### src/core/ssdc_pkg.sv
package ssdc_pkg;

   // ************************************************************
   // Timing
   // ************************************************************
   localparam int unsigned CLK_FREQ_HZ     = 200_000_000;
   localparam int unsigned TICK_PERIOD_US  = 1000;
   localparam int unsigned TICK_CYCLES_DEF = (CLK_FREQ_HZ / 1_000_000) * TICK_PERIOD_US;
   // Backup drop bound beyond the set delay
   localparam logic [27:0] GRACE_MS        = 28'h000_0014;
   localparam logic [27:0] TOL_PCT         = 28'h000_000F;
   localparam logic [27:0] PCT_BASE        = 28'h000_0064;
   // Weight of one rotary switch step in ms
   localparam logic [19:0] LEFT_STEP_MS    = 20'h003E8;
   localparam logic [19:0] RIGHT_STEP_MS   = 20'h003E8;

   // ************************************************************
   // Register map
   // ************************************************************
   localparam logic [31:0] CTRL_OFS        = 32'h0000_0000;
   localparam logic [31:0] STATUS_OFS      = 32'h0000_0004;
   localparam logic [31:0] IRQ_STAT_OFS    = 32'h0000_0008;
   localparam logic [31:0] IRQ_MASK_OFS    = 32'h0000_000C;
   localparam logic [31:0] DELAY_OFS       = 32'h0000_0010;
   localparam logic [31:0] REMAIN_OFS      = 32'h0000_0014;

   // Control fields
   localparam int unsigned CTRL_DUAL_BIT   = 0;
   localparam int unsigned CTRL_MODE_LSB   = 1;
   localparam logic [2:0]  CTRL_RESET      = 3'h4;
   localparam logic [1:0]  MODE_AUTO       = 2'h0;
   localparam logic [1:0]  MODE_MANUAL     = 2'h1;

   // Status fields
   localparam int unsigned ST_ACTIVE       = 0;
   localparam int unsigned ST_READY        = 1;
   localparam int unsigned ST_DELAYED      = 2;
   localparam int unsigned ST_FUSE         = 3;
   localparam int unsigned ST_EARTH        = 4;
   localparam int unsigned ST_SHORT        = 5;
   localparam int unsigned ST_CROSS        = 6;
   localparam int unsigned ST_EXP          = 7;
   localparam int unsigned ST_ARMED        = 8;

   // Interrupt events
   localparam int unsigned IRQ_W           = 5;
   localparam int unsigned EV_ACTIVATE     = 0;
   localparam int unsigned EV_DEACTIVATE   = 1;
   localparam int unsigned EV_EXPIRE       = 2;
   localparam int unsigned EV_FAULT        = 3;
   localparam int unsigned EV_BACKUP       = 4;

   // ************************************************************
   // Types
   // ************************************************************
   typedef enum logic [1:0] {
      ST_IDLE,
      ST_ARMED_WAIT,
      ST_ON
   } ssdc_state_e;

   typedef struct packed {
      logic       supplyPresent;
      logic       channelOne;
      logic       channelTwo;
      logic       startCircuit;
      logic       feedbackLoop;
      logic       crossShortTestA;
      logic       crossShortTestB;
      logic       earthFaultStart;
      logic       earthFaultInput;
      logic       inputShort;
      logic [3:0] instExpFault;
      logic [3:0] delayExpFault;
      logic [3:0] rotaryLeft;
      logic [3:0] rotaryRight;
   } ssdc_pins_s;

   localparam int unsigned PIN_W = $bits(ssdc_pins_s);

   typedef struct packed {
      logic supplyIndicator;
      logic channelOneIndicator;
      logic channelTwoIndicator;
      logic outputIndicator;
      logic startIndicator;
      logic faultIndicator;
      logic instEnable;
      logic delayEnable;
      logic switchStateOutput;
      logic supplyFaultOutput;
   } ssdc_out_s;

endpackage : ssdc_pkg

### src/core/ssdc_sync.sv
`timescale 1ns/1ps
`default_nettype none

module ssdc_sync #(
   parameter int unsigned WIDTH = 1
) (
   input  wire logic             clk,
   input  wire logic             nrst,
   input  wire logic [WIDTH-1:0] din,
   output var  logic [WIDTH-1:0] dout
);

   // ************************************************************
   // Two-stage synchroniser per bit
   // ************************************************************
   genvar i;
   generate
      for (i = 0; i < WIDTH; i = i + 1) begin : g_bit
         logic meta_q;
         always_ff @(posedge clk) begin
            if (!nrst) begin
               meta_q  <= 1'b0;
               dout[i] <= 1'b0;
            end else begin
               meta_q  <= din[i];
               dout[i] <= meta_q;
            end
         end
      end
   endgenerate

endmodule : ssdc_sync

`default_nettype wire

### src/core/ssdc_top.sv
// Functional notes
// - Ready needs feedback loop and start circuit closed, and the start indicator shows it.
// - On activation both channel lamps and output lamp light, instant enable and switch state go high, start lamp off.
// - When the input opens, channel lamps, output lamp, instant enable and switch state drop at once.
// - After the input opens the delayed enable stays high until the set delay expires.
// - Supply/fault output is high with supply and intact fuse, low on any own or expansion fault.
// - Expansion delays add on top of this unit's delay, so this unit adds nothing of its own.
// - Single channel runs without redundancy but still checks earth faults on start and input.
// - Dual channel uses both channels and checks earth faults, input shorts and cross shorts.
// - Automatic start activates as soon as the input closes.
// - Manual start activates only while input and start circuit are both closed.
// - Monitored start activates after a close then open of the start circuit with the input closed.
// - A backup counter drops the delayed enable by set delay plus 20 ms plus 15 percent.
// - The bus serves up to four instant and four delayed expansion modules.
// - A short between the cross-short test inputs while active blows the fuse until reset.
// - Delay time is the sum of the two rotary switch values.
`timescale 1ns/1ps
`default_nettype none

module ssdc_top #(
   parameter int unsigned TICK_CYCLES = ssdc_pkg::TICK_CYCLES_DEF
) (
   input  wire logic                 clk,
   input  wire logic                 nrst,
   input  wire logic                 psel,
   input  wire logic                 penable,
   input  wire logic                 pwrite,
   input  wire logic [31:0]          paddr,
   input  wire logic [31:0]          pwdata,
   input  wire logic [3:0]           pstrb,
   output var  logic [31:0]          prdata,
   output var  logic                 pready,
   output var  logic                 pslverr,
   output var  logic                 irq,
   input  wire ssdc_pkg::ssdc_pins_s pins,
   output var  ssdc_pkg::ssdc_out_s  outs
);
   import ssdc_pkg::*;

   // ************************************************************
   // Helpers
   // ************************************************************
   function automatic logic isReg(input logic [31:0] addr, input logic [31:0] ofs);
      isReg = (addr == ofs);
   endfunction : isReg

   function automatic logic [31:0] mergeStrb(input logic [31:0] old,
                                            input logic [31:0] wdat,
                                            input logic [3:0]  strb);
      logic [31:0] res;
      res = old;
      for (int b = 0; b < 4; b++) begin
         if (strb[b]) begin
            res[b*8 +: 8] = wdat[b*8 +: 8];
         end
      end
      mergeStrb = res;
   endfunction : mergeStrb

   // ************************************************************
   // Pin synchronisation
   // ************************************************************
   logic [PIN_W-1:0] pinBits;
   ssdc_pins_s       pin;

   ssdc_sync #(
      .WIDTH (PIN_W)
   ) u_sync (
      .clk  (clk),
      .nrst (nrst),
      .din  (pins),
      .dout (pinBits)
   );

   assign pin = ssdc_pins_s'(pinBits);

   // ************************************************************
   // Registers and bus
   // ************************************************************
   logic [2:0]       ctrl_q;
   logic [IRQ_W-1:0] irqStat_q;
   logic [IRQ_W-1:0] irqMask_q;
   logic [IRQ_W-1:0] events;
   logic [31:0]      rdData;
   logic             addrHit;
   logic             wrAccess;
   logic             dualMode;
   logic [1:0]       startMode;
   logic [31:0]      ctrlNew;
   logic [31:0]      w1c;

   assign dualMode  = ctrl_q[CTRL_DUAL_BIT];
   assign startMode = ctrl_q[CTRL_MODE_LSB +: 2];
   assign wrAccess  = psel && penable && pwrite;
   assign pready    = 1'b1;
   assign ctrlNew   = mergeStrb({29'h0000_0000, ctrl_q}, pwdata, pstrb);
   assign w1c       = mergeStrb(32'h0000_0000, pwdata, pstrb);

   always_ff @(posedge clk) begin
      if (!nrst) begin
         ctrl_q <= CTRL_RESET;
      end else if (wrAccess && isReg(paddr, CTRL_OFS)) begin
         ctrl_q <= ctrlNew[2:0];
      end
   end

   always_ff @(posedge clk) begin
      if (!nrst) begin
         irqMask_q <= '0;
      end else if (wrAccess && isReg(paddr, IRQ_MASK_OFS)) begin
         irqMask_q <= IRQ_W'(mergeStrb({27'h000_0000, irqMask_q}, pwdata, pstrb));
      end
   end

   // New events win over a same-cycle clear
   always_ff @(posedge clk) begin
      if (!nrst) begin
         irqStat_q <= '0;
      end else if (wrAccess && isReg(paddr, IRQ_STAT_OFS)) begin
         irqStat_q <= (irqStat_q & ~w1c[IRQ_W-1:0]) | events;
      end else begin
         irqStat_q <= irqStat_q | events;
      end
   end

   assign irq = |(irqStat_q & irqMask_q);

   // ************************************************************
   // Fault detection
   // ************************************************************
   ssdc_state_e state_q;
   ssdc_state_e state_d;
   logic        fuseBlown_q;
   logic        earthFault;
   logic        inputShortFault;
   logic        crossShort;
   logic        expFault;
   logic        anyFault;
   logic        fault_q;

   assign earthFault      = pin.earthFaultStart || pin.earthFaultInput;
   assign inputShortFault = dualMode && pin.inputShort;
   assign crossShort      = dualMode && (pin.crossShortTestA == pin.crossShortTestB);
   // four instant and four delayed modules
   assign expFault        = (|pin.instExpFault) || (|pin.delayExpFault);
   assign anyFault        = earthFault || inputShortFault || fuseBlown_q || expFault;

   // cross short while active blows fuse
   always_ff @(posedge clk) begin
      if (!nrst) begin
         fuseBlown_q <= 1'b0;
      end else if (crossShort && (state_q == ST_ON)) begin
         fuseBlown_q <= 1'b1;
      end
   end

   always_ff @(posedge clk) begin
      if (!nrst) begin
         fault_q <= 1'b0;
      end else begin
         fault_q <= anyFault;
      end
   end

   // ************************************************************
   // Start logic
   // ************************************************************
   logic inputClosed;
   logic ready;

   assign inputClosed = dualMode ? (pin.channelOne && pin.channelTwo) : pin.channelOne;
   // ready when feedback and start closed
   assign ready       = pin.feedbackLoop && pin.startCircuit && !anyFault && pin.supplyPresent;

   always_comb begin
      state_d = state_q;
      case (state_q)
         ST_IDLE: begin
            if (startMode == MODE_AUTO) begin
               if (inputClosed && pin.feedbackLoop && !anyFault && pin.supplyPresent) begin
                  state_d = ST_ON;
               end
            end else if (startMode == MODE_MANUAL) begin
               if (inputClosed && ready) begin
                  state_d = ST_ON;
               end
            end else if (inputClosed && ready) begin
               state_d = ST_ARMED_WAIT;
            end
         end
         ST_ARMED_WAIT: begin
            if (!inputClosed || anyFault || !pin.supplyPresent) begin
               state_d = ST_IDLE;
            end else if (!pin.startCircuit) begin
               state_d = ST_ON;
            end
         end
         ST_ON: begin
            if (!inputClosed || anyFault || !pin.supplyPresent) begin
               state_d = ST_IDLE;
            end
         end
         default: begin
            state_d = ST_IDLE;
         end
      endcase
   end

   always_ff @(posedge clk) begin
      if (!nrst) begin
         state_q <= ST_IDLE;
      end else begin
         state_q <= state_d;
      end
   end

   // ************************************************************
   // Delay timer
   // ************************************************************
   logic [31:0] tickCnt_q;
   logic        tick;
   logic [19:0] delayMs;
   logic [27:0] guardMs;
   logic [19:0] remain_q;
   logic [27:0] backup_q;
   logic        delayEn_q;
   logic        counting;
   logic        normalDrop;
   logic        backupDrop;
   logic        activateEv;
   logic        deactEv;

   assign tick = (tickCnt_q == 32'(TICK_CYCLES - 1));

   always_ff @(posedge clk) begin
      if (!nrst || tick) begin
         tickCnt_q <= 32'h0000_0000;
      end else begin
         tickCnt_q <= tickCnt_q + 32'h0000_0001;
      end
   end

   assign delayMs = 20'(pin.rotaryLeft * LEFT_STEP_MS) + 20'(pin.rotaryRight * RIGHT_STEP_MS);
   // backup bound delay plus 20 ms plus 15 percent
   assign guardMs = 28'(delayMs) + GRACE_MS + ((28'(delayMs) * TOL_PCT) / PCT_BASE);

   assign activateEv = (state_q != ST_ON) && (state_d == ST_ON);
   assign deactEv    = (state_q == ST_ON) && (state_d != ST_ON);
   assign counting   = delayEn_q && (state_q != ST_ON) && !deactEv;
   assign normalDrop = counting && (remain_q == 20'h00000);
   assign backupDrop = counting && (backup_q >= guardMs) && !normalDrop;

   always_ff @(posedge clk) begin
      if (!nrst) begin
         delayEn_q <= 1'b0;
         remain_q  <= 20'h00000;
         backup_q  <= 28'h000_0000;
      end else if (fuseBlown_q) begin
         delayEn_q <= 1'b0;
      end else if (activateEv) begin
         // rises with instant enable, delay restarts
         delayEn_q <= 1'b1;
      end else if (deactEv) begin
         remain_q  <= delayMs;
         backup_q  <= 28'h000_0000;
      end else if (normalDrop || backupDrop) begin
         // drop on expiry or backup bound
         delayEn_q <= 1'b0;
      end else if (counting && tick) begin
         remain_q  <= remain_q - 20'h00001;
         backup_q  <= backup_q + 28'h000_0001;
      end
   end

   always_comb begin
      events                = '0;
      events[EV_ACTIVATE]   = activateEv;
      events[EV_DEACTIVATE] = deactEv;
      events[EV_EXPIRE]     = normalDrop && !fuseBlown_q;
      events[EV_FAULT]      = anyFault && !fault_q;
      events[EV_BACKUP]     = backupDrop && !fuseBlown_q;
   end

   // ************************************************************
   // Outputs
   // ************************************************************
   logic active;
   logic chTwoSense;

   assign active     = (state_q == ST_ON);
   assign chTwoSense = dualMode ? pin.channelTwo : pin.channelOne;

   always_ff @(posedge clk) begin
      if (!nrst) begin
         outs <= '0;
      end else begin
         outs.supplyIndicator     <= pin.supplyPresent && !fuseBlown_q;
         outs.channelOneIndicator <= pin.channelOne && !fuseBlown_q;
         outs.channelTwoIndicator <= chTwoSense && !fuseBlown_q;
         outs.outputIndicator     <= active;
         // start lamp while ready and not active
         outs.startIndicator      <= ready && !active;
         outs.faultIndicator      <= anyFault;
         outs.instEnable          <= active;
         outs.switchStateOutput   <= active;
         // delayed enable passes unchanged to modules
         outs.delayEnable         <= delayEn_q;
         // supply present, fuse intact, no fault
         outs.supplyFaultOutput   <= pin.supplyPresent && !anyFault;
      end
   end

   // ************************************************************
   // Read data
   // ************************************************************
   logic [31:0] statusWord;

   always_comb begin
      statusWord              = 32'h0000_0000;
      statusWord[ST_ACTIVE]   = active;
      statusWord[ST_READY]    = ready;
      statusWord[ST_DELAYED]  = delayEn_q;
      statusWord[ST_FUSE]     = fuseBlown_q;
      statusWord[ST_EARTH]    = earthFault;
      statusWord[ST_SHORT]    = inputShortFault;
      statusWord[ST_CROSS]    = crossShort;
      statusWord[ST_EXP]      = expFault;
      statusWord[ST_ARMED]    = (state_q == ST_ARMED_WAIT);
   end

   always_comb begin
      rdData  = 32'h0000_0000;
      addrHit = 1'b1;
      if (isReg(paddr, CTRL_OFS)) begin
         rdData = {29'h0000_0000, ctrl_q};
      end else if (isReg(paddr, STATUS_OFS)) begin
         rdData = statusWord;
      end else if (isReg(paddr, IRQ_STAT_OFS)) begin
         rdData = {27'h000_0000, irqStat_q};
      end else if (isReg(paddr, IRQ_MASK_OFS)) begin
         rdData = {27'h000_0000, irqMask_q};
      end else if (isReg(paddr, DELAY_OFS)) begin
         rdData = {12'h000, delayMs};
      end else if (isReg(paddr, REMAIN_OFS)) begin
         rdData = {12'h000, remain_q};
      end else begin
         addrHit = 1'b0;
      end
   end

   // Answer captured in setup phase, valid through access phase
   always_ff @(posedge clk) begin
      if (!nrst) begin
         prdata  <= 32'h0000_0000;
         pslverr <= 1'b0;
      end else if (psel && !penable) begin
         prdata  <= pwrite ? 32'h0000_0000 : rdData;
         pslverr <= !addrHit;
      end
   end

endmodule : ssdc_top

`default_nettype wire

### config.mk
export PLATFORM = sky130hd
export DESIGN_NAME = ssdc_top
export DESIGN_NICKNAME = d
export VERILOG_FILES = /design/src/core/ssdc_pkg.sv /design/src/core/ssdc_sync.sv /design/src/core/ssdc_top.sv
export SDC_FILE = /design/constraint.sdc
export NUM_CORES = 1
export LEC_CHECK = 0
export ABC_AREA = 0
export BUFFER_PORTS_ARGS = -buffer_cell sky130_fd_sc_hd__buf_2
export CAP_MARGIN = 10
export CELL_PAD_IN_SITES_DETAIL_PLACEMENT = 1
export CELL_PAD_IN_SITES_GLOBAL_PLACEMENT = 1
export CORE_ASPECT_RATIO = 1.75
export CORE_MARGIN = 8
export CORE_UTILIZATION = 45
export DETAILED_ROUTE_END_ITERATION = 7
export PLACE_DENSITY_LB_ADDON = 0.1
export RECOVER_POWER = 25
export SYNTH_ARGS = -nofsm -noshare
export SYNTH_HDL_FRONTEND = slang
export SYNTH_SLANG_ARGS = --single-unit
### constraint.sdc
create_clock -name clk -period 20 [get_ports clk]
set_clock_uncertainty 0.15 [all_clocks]
set_input_delay 2 -clock clk [delete_from_list [all_inputs] [get_ports clk]]
set_output_delay 2 -clock clk [all_outputs]
set_load 0.05 [all_outputs]
## Word level (Yosys, flattened, before mapping)

Index checks and enable logic that the tools add are counted.

| operators by class | value |
|---|---|
| reduce and logical (&&, ||, !) cells | 67 |
| multiply operators | 3 |
| bitwise logic cells | 8 |
| add/subtract/negate cells | 6 |
| equality and inequality tests | 15 |
| divide/modulo/power cells | 1 |
| mux-type cells | 35 |
| $lt $le $gt $ge | 1 |

Operators with widths:

| kind | number |
|---|---|
| $mux 20 | 9 |
| $mux 28 | 3 |
| $eq 32x4->1 const B | 2 |
| $eq 32x5->1 const B | 2 |
| $logic_and 1x1->1 | 33 |
| $add 32x1->32 const B | 1 |
| $eq 32x18->1 const B | 1 |
| $eq 32x3->1 const B | 1 |
| $logic_not 32->1 | 1 |
| $mux 32 | 1 |
| $add 16x28->28 | 1 |
| $add 28x1->28 const B | 1 |
| $div 24x7->28 const B | 1 |
| $ge 28x28->1 | 1 |
| $mul 4x7->11 const B | 2 |
| $logic_not 20->1 | 1 |
| $sub 20x1->20 const B | 1 |
| $mul 15x4->19 const B | 1 |
| $add 15x5->16 const B | 1 |
| $mux 2 | 8 |
| $add 14x14->15 | 1 |
| $logic_not 1->1 | 11 |
| $mux 1 | 11 |
| $and 5x5->5 | 2 |
| other kinds (17) | 39 |

| storage, ports and cells | value |
|---|---|
| register bits | 190 |
| logic and storage cells | 207 |
| output and inout port bits | 45 |
| input bits | 99 |

## Logic depth before layout (Yosys ltp)

| logic depth | value |
|---|---|
| word-level depth | 23 |
| depth in mapped cells | 83 |
| mapped depth without buffers | 79 |

## Modules after synthesis

A second synthesis with hierarchy kept.

| unflattened totals | value |
|---|---|
| cell total of the unflattened synthesis | 1747 |
| area, all modules | 14301.2 um^2 |

Modules (own cells, without submodules):

| module | cells an instance | area each (um^2) | times used | sequential area each (um^2) |
|---|---|---|---|---|
| ssdc_top | 1638 | 12844.8 | 1 | 2522.4 |
| ssdc_sync | 109 | 1456.4 | 1 | 1041.0 |

## Worst setup path after synthesis

Ideal clock, no wire load.

| timing path | value |
|---|---|
| path kind | register to register |
| start point | reg u_sync.dout[5] |
| end point | reg backup_q[17] |
| arrival | 16.432 ns |
| cell stages (with the launch flop) | 79 |
| required time | 19.774 ns |
| setup time | 0.076 ns |
| path slack | 3.342 ns |
| period minus slack after synthesis | 16.658 ns |
| buffers on the path | 4 |
| cell sequence | dfxtp_1 -> fa_1 -> inv_1 -> fa_1 -> inv_1 -> ha_1 -> nor2b_1 -> o21ai_0 -> nand2b_1 -> a21o_1 -> a21oi_1 -> xnor2_1 -> ha_1 -> xnor2_1 -> xnor2_1 -> ha_1 -> inv_1 -> fa_1 -> (+43 left out) -> nand2b_1 -> a21oi_1 -> nor2b_1 -> o21ai_0 -> nand2b_1 -> a21oi_1 -> nor2b_1 -> o21ai_0 -> nand2b_1 -> a21oi_1 -> nor2b_1 -> o211ai_1 -> a41o_1 -> nand3_1 -> nor4_1 -> nand2b_1 -> or3_1 -> a21oi_1 |

| on the way | value |
|---|---|
| cells in the longest elaborated chain, start to end | 11 |
| elaborated cells between the ends (all ways) | 12 |
| classes of those cells | add/sub: 3; mul: 2; div: 1; order compare: 1; eq/ne: 1; reduce/logical: 4 |

RTL lines:

| what | RTL line | RTL |
|---|---|---|
| from (decl) | ssdc_sync.sv:10 | `output var logic [WIDTH-1:0] dout` |
| from (signal, indexed assignment) | ssdc_sync.sv:26 | `dout[i] <= meta_q;` |
| $mul 4x7->11 * | ssdc_top.sv:243 | `assign delayMs = 20'(pin.rotaryLeft * LEFT_STEP_MS) + 20'(pin.rotaryRight * RIGHT_STEP_MS);` |
| $add 14x14->15 * | ssdc_top.sv:243 |  |
| $mul 15x4->19 | ssdc_top.sv:245 | `assign guardMs = 28'(delayMs) + GRACE_MS + ((28'(delayMs) * TOL_PCT) / PCT_BASE);` |
| $div 24x7->28 | ssdc_top.sv:245 |  |
| $add 16x28->28 * | ssdc_top.sv:245 |  |
| $ge 28x28->1 * | ssdc_top.sv:251 | `assign backupDrop = counting && (backup_q >= guardMs) && !normalDrop;` |
| $logic_and 1x1->1 * (2 in series) | ssdc_top.sv:251 |  |
| $logic_or 1x1->1 * | ssdc_top.sv:266 | `end else if (normalDrop \|\| backupDrop) begin` |
| $ne 2x2->1 (no line) * | - |  |
| $reduce_and 4->1 (no line) * | - |  |
| to (signal assigned) | ssdc_top.sv:271 | `backup_q <= backup_q + 28'h000_0001;` |
| to (decl) | ssdc_top.sv:225 | `logic [27:0] backup_q;` |

Every way passes the cells marked *; elsewhere a longest branch is shown, timed or not.
A chain may end at the register's enable or synchronous reset.

## Final worst setup path

| timing path | value |
|---|---|
| start point | reg u_sync.dout[5] |
| end point | reg backup_q[15] |

The elaborated chain is that of the path after synthesis.

==> out/summary.json <==
{
  "result_of_the_run": {"value": "finished with violations"},
  "failed_checks": {"value": "max-capacitance violations, max-slew violations"},
  "die-area": {"value": 0.0368, "unit": "mm²"},
  "gp_congestion": {"value": 0.880},
  "drtPass1Iterations": {"value": 7},
  "placementRows": {"value": 85},
  "dp_hpwl": {"value": 32300, "unit": "µm"},
  "cp-start-kind": {"value": "flip-flop"},
  "post_synth_instance_area": {"value": 0.0138, "unit": "mm²"},
  "max_stage_delay": {"value": 0.64, "unit": "ns"},
  "met3_layer_wire_length_in_the_routed_design": {"value": 1030, "unit": "µm"},
  "clkSlewWorstSetupHoldPaths": {"value": 0.07, "unit": "ns"},
  "totalWireLength": {"value": 40700, "unit": "µm"},
  "r2r_start": {"value": "u_sync.dout[5]$_SDFF_PN0_"},
  "synth_enable_flop_cells": {"value": 0},
  "setup-tns-final": {"value": 0, "unit": "ns"},
  "route.detailed.wl_per_inst": {"value": 18.7, "unit": "µm"},
  "synthToLayoutAreaGrowth": {"value": 10.5, "unit": "%"},
  "initial_antenna_violation_count": {"value": 0},
  "number_of_buffers_inserted_by_port_buffering": {"value": 100},
  "num_vias": {"value": 12800},
  "synth_compound_area_share": {"value": 22.4, "unit": "%"},
  "insertedDiodeCount": {"value": 0},
  "grt_first_pass_wirelength": {"value": 67200, "unit": "µm"},
  "drc": {"value": 0},
  "io_pins": {"value": 144},
  "finish.cell_count_without_fillers": {"value": 2182},
  "die_width": {"value": 148, "unit": "µm"},
  "insertion_delay": {"value": 0.44, "unit": "ns"},
  "yosysSeqAreaShare": {"value": 25.8, "unit": "%"},
  "detailed_routing_wirelength_on_met1": {"value": 14600, "unit": "µm"},
  "synth.avg_cell_area": {"value": 8.13, "unit": "µm²"},
  "design.final.nets": {"value": 2018},
  "top_signal_layer_used": {"value": "met4"},
  "synth_top_family_by_area": {"value": "simple AND/OR/NAND/NOR gates"},
  "timing.setup.critical_path_class": {"value": "reg -> reg"},
  "setup_viol": {"value": 0},
  "setup.worst_path.start": {"value": "u_sync.dout[5]$_SDFF_PN0_"},
  "critPathMostFrequentCell": {"value": "sky130_fd_sc_hd__nor2b_1"},
  "timing.final.crit_period": {"value": 18.65, "unit": "ns"},
  "relSlewSlack": {"value": -42.5, "unit": "%"},
  "layout_cells_sized_above_1": {"value": 12.2, "unit": "%"},
  "drt_iter0_markers": {"value": 326},
  "final_max_slew_viol_count": {"value": 65},
  "synth_simple_gate_area_share": {"value": 23.5, "unit": "%"},
  "area_share_of_fa_ha_maj_cells_after_synthesis": {"value": 14.7, "unit": "%"},
  "floorplan.initialDensity": {"value": 45.2, "unit": "%"},
  "min_period_over_period": {"value": 93.2, "unit": "%"},
  "post_synthesis_async_set_or_reset_flop_share": {"value": 0, "unit": "%"},
  "placeableCoreArea": {"value": 0.0305, "unit": "mm²"},
  "maximum_operating_frequency": {"value": 53.6, "unit": "MHz"},
  "setup_repair_after_global_routing_missed_its_margin": {"value": "false"},
  "cts_tree": {"value": "built"},
  "yosysWarnings": {"value": 0},
  "tightest_slew": {"value": 2.14, "unit": "ns"},
  "fill_cells": {"value": 3733},
  "holdCritPathClass": {"value": "reg -> reg"},
  "hold_violations": {"value": 0},
  "cp_data_arrival_time": {"value": 18.78, "unit": "ns"},
  "maximum_number_of_pins_on_one_net_before_global_route_repair": {"value": 65},
  "grt.total_usage": {"value": 22.4, "unit": "%"},
  "post_drt_via_cell_ratio": {"value": 5.85},
  "die_h": {"value": 248, "unit": "µm"},
  "cts_post_setup_buffers_inserted": {"value": 0},
  "postRouteAntennaNets": {"value": 0},
  "clock-sinks": {"value": 178},
  "synthXorXnorAreaFrac": {"value": 6.15, "unit": "%"},
  "maxCapViolations": {"value": 1},
  "sum_of_overflow_across_all_layers_after_global_routing": {"value": 0},
  "clk_root_buffer_cell": {"value": "sky130_fd_sc_hd__clkbuf_16"},
  "first_global_vias": {"value": 13900},
  "synth.area.mux_share": {"value": 1.69, "unit": "%"},
  "cp_data_required_time": {"value": 20.14, "unit": "ns"},
  "dominantRegCellSynth": {"value": "sky130_fd_sc_hd__dfxtp_1"},
  "postSynthCellCount": {"value": 1699},
  "endpoint_kind": {"value": "flip-flop"},
  "synth.distinct_cells": {"value": 109},
  "timing.hold.worst.start": {"value": "u_sync.g_bit[16].meta_q$_SDFF_PN0_"},
  "cts_made_buffers": {"value": 17},
  "number_of_levels_the_h_tree_was_split_into": {"value": 4},
  "yosys_register_bits": {"value": 178},
  "routed-wl-met2": {"value": 23300, "unit": "µm"},
  "placed_cells": {"value": 2150},
  "timing.critical_path.slowest_stage_cell": {"value": "sky130_fd_sc_hd__fa_1"},
  "path_max_fanout": {"value": 11},
  "clock_path_buffers": {"value": 2}
}
## final timing paths
kind | cells after the start | slack [ns] | to
max | 76 | 1.35 | backup_q[15]$_SDFFE_PN0P_
min | 1 | 0.28 | u_sync.dout[16]$_SDFF_PN0_
max reg2reg | 76 | 1.35 | backup_q[15]$_SDFFE_PN0P_
min reg2reg | 1 | 0.28 | u_sync.dout[16]$_SDFF_PN0_
## Yosys cell counts (15+ instances only)
| library cell | n | share of area (%) |
|---|---|---|
| sky130_fd_sc_hd__a21o_1 | 26 | 1.4 |
| sky130_fd_sc_hd__a21oi_1 | 110 | 4.0 |
| sky130_fd_sc_hd__a22oi_1 | 20 | 1.1 |
| sky130_fd_sc_hd__and2_1 | 69 | 3.1 |
| sky130_fd_sc_hd__and3_1 | 27 | 1.2 |
| sky130_fd_sc_hd__buf_4 | 17 | 0.92 |
| sky130_fd_sc_hd__clkbuf_1 | 36 | 0.98 |
| sky130_fd_sc_hd__dfxtp_1 | 178 | 26 |
| sky130_fd_sc_hd__fa_1 | 33 | 4.8 |
| sky130_fd_sc_hd__ha_1 | 108 | 9.8 |
| sky130_fd_sc_hd__inv_1 | 114 | 3.1 |
| sky130_fd_sc_hd__mux2i_1 | 16 | 1.2 |
| sky130_fd_sc_hd__nand2_1 | 116 | 3.2 |
| sky130_fd_sc_hd__nand2b_1 | 25 | 1.1 |
| sky130_fd_sc_hd__nand3_1 | 55 | 2.0 |
| sky130_fd_sc_hd__nand4_1 | 18 | 0.82 |
| sky130_fd_sc_hd__nor2_1 | 173 | 4.7 |
| sky130_fd_sc_hd__nor2b_1 | 19 | 0.86 |
| sky130_fd_sc_hd__nor3_1 | 44 | 1.6 |
| sky130_fd_sc_hd__nor4_1 | 21 | 0.95 |
| sky130_fd_sc_hd__o211ai_1 | 15 | 0.82 |
| sky130_fd_sc_hd__o21ai_0 | 78 | 2.8 |
| sky130_fd_sc_hd__or3_1 | 19 | 0.86 |
| sky130_fd_sc_hd__xnor2_1 | 60 | 3.8 |
| sky130_fd_sc_hd__xor2_1 | 37 | 2.3 |
## critical path: cells and delay by family (launching register included)
| kind | cells | cell delay [ns] |
|---|---|---|
| flops | 1 | 0.42 |
| simple gates | 23 | 4.83 |
| buf+inv | 9 | 1.07 |
| mux | 1 | 0.41 |
| fa+ha+maj | 9 | 3.57 |
| compound gates | 31 | 7.10 |
| xor+xnor | 3 | 0.90 |
## metal layers
metal,GRT usage (%),vias to the layer above
li1,-,6193
met1,20.4,6266
met2,46.2,208
met3,3.32,88
met4,11.3,0
met5,0,-
## repair_timing
action | in CTS | in global routing
gates resized for setup | 0 | 9
setup endpoints to repair | 0 | 30
endpoints found under the hold margin | 0 | 0
hold buffers | 0 | 0
## flip-flops by register name (all words and copies together) (netlist names)
register and count:
backup_q 28, ctrl_q 3, delayEn_q 1, fuseBlown_q 1, irqMask_q 5, irqStat_q 5, outs 8, prdata 20
pslverr 1, remain_q 20, state_q 2, tickCnt_q 32, u_sync.dout 26, u_sync.g_bit.meta_q 26
## layout by cell type, fill, tap and decap left out, types with 19 or more instances in the layout
cell type,n
sky130_fd_sc_hd__a21o_1,26
sky130_fd_sc_hd__a21oi_1,110
sky130_fd_sc_hd__a22oi_1,20
sky130_fd_sc_hd__and2_0,32
sky130_fd_sc_hd__and2_1,37
sky130_fd_sc_hd__and3_1,27
sky130_fd_sc_hd__buf_2,100
sky130_fd_sc_hd__dfxtp_1,178
sky130_fd_sc_hd__fa_1,33
sky130_fd_sc_hd__ha_1,108
sky130_fd_sc_hd__inv_1,114
sky130_fd_sc_hd__nand2_1,116
sky130_fd_sc_hd__nand2b_1,25
sky130_fd_sc_hd__nand3_1,55
sky130_fd_sc_hd__nor2_1,172
sky130_fd_sc_hd__nor2b_1,19
sky130_fd_sc_hd__nor3_1,44
sky130_fd_sc_hd__nor4_1,21
sky130_fd_sc_hd__o21ai_0,77
sky130_fd_sc_hd__or3_1,19
sky130_fd_sc_hd__xnor2_1,59
sky130_fd_sc_hd__xor2_1,37
## logic make-up after synthesis
logic type	count (synthesis)
buf+inv	185
flops	178
simple gates	637
mux	22
compound gates	435
xor+xnor	97
other cells	2
fa+ha+maj	143
## per-stage QoR
step           util [%]  cell area, µm²  hold slack (ns)  worst slack (ns)
5_1_grt            50.0           15300            0.309           0.00730
3_5_place_dp       48.0           14600            0.269             0.912
2_1_floorplan         -           13800            0.259              3.34
3_3_place_gp       48.0           14600            0.263              1.26
6_report           50.0           15300            0.278              1.35
4_1_cts            49.8           15200            0.280             0.817
## layout make-up
class | instances | area, µm² | area share, %
clock inverters | 15 | 146 | 0.959
inverters | 115 | 432 | 2.83
clock buffers | 17 | 425 | 2.79
multi-input cells | 1347 | 9570 | 62.7
repair buffers | 119 | 639 | 4.19
well taps | 391 | 489 | 3.21
flip-flops and latches | 178 | 3560 | 23.3
Power is left out: the tool's default activity adds up to more than one toggle a clock period on the data nets, which glitch-free logic cannot reach.
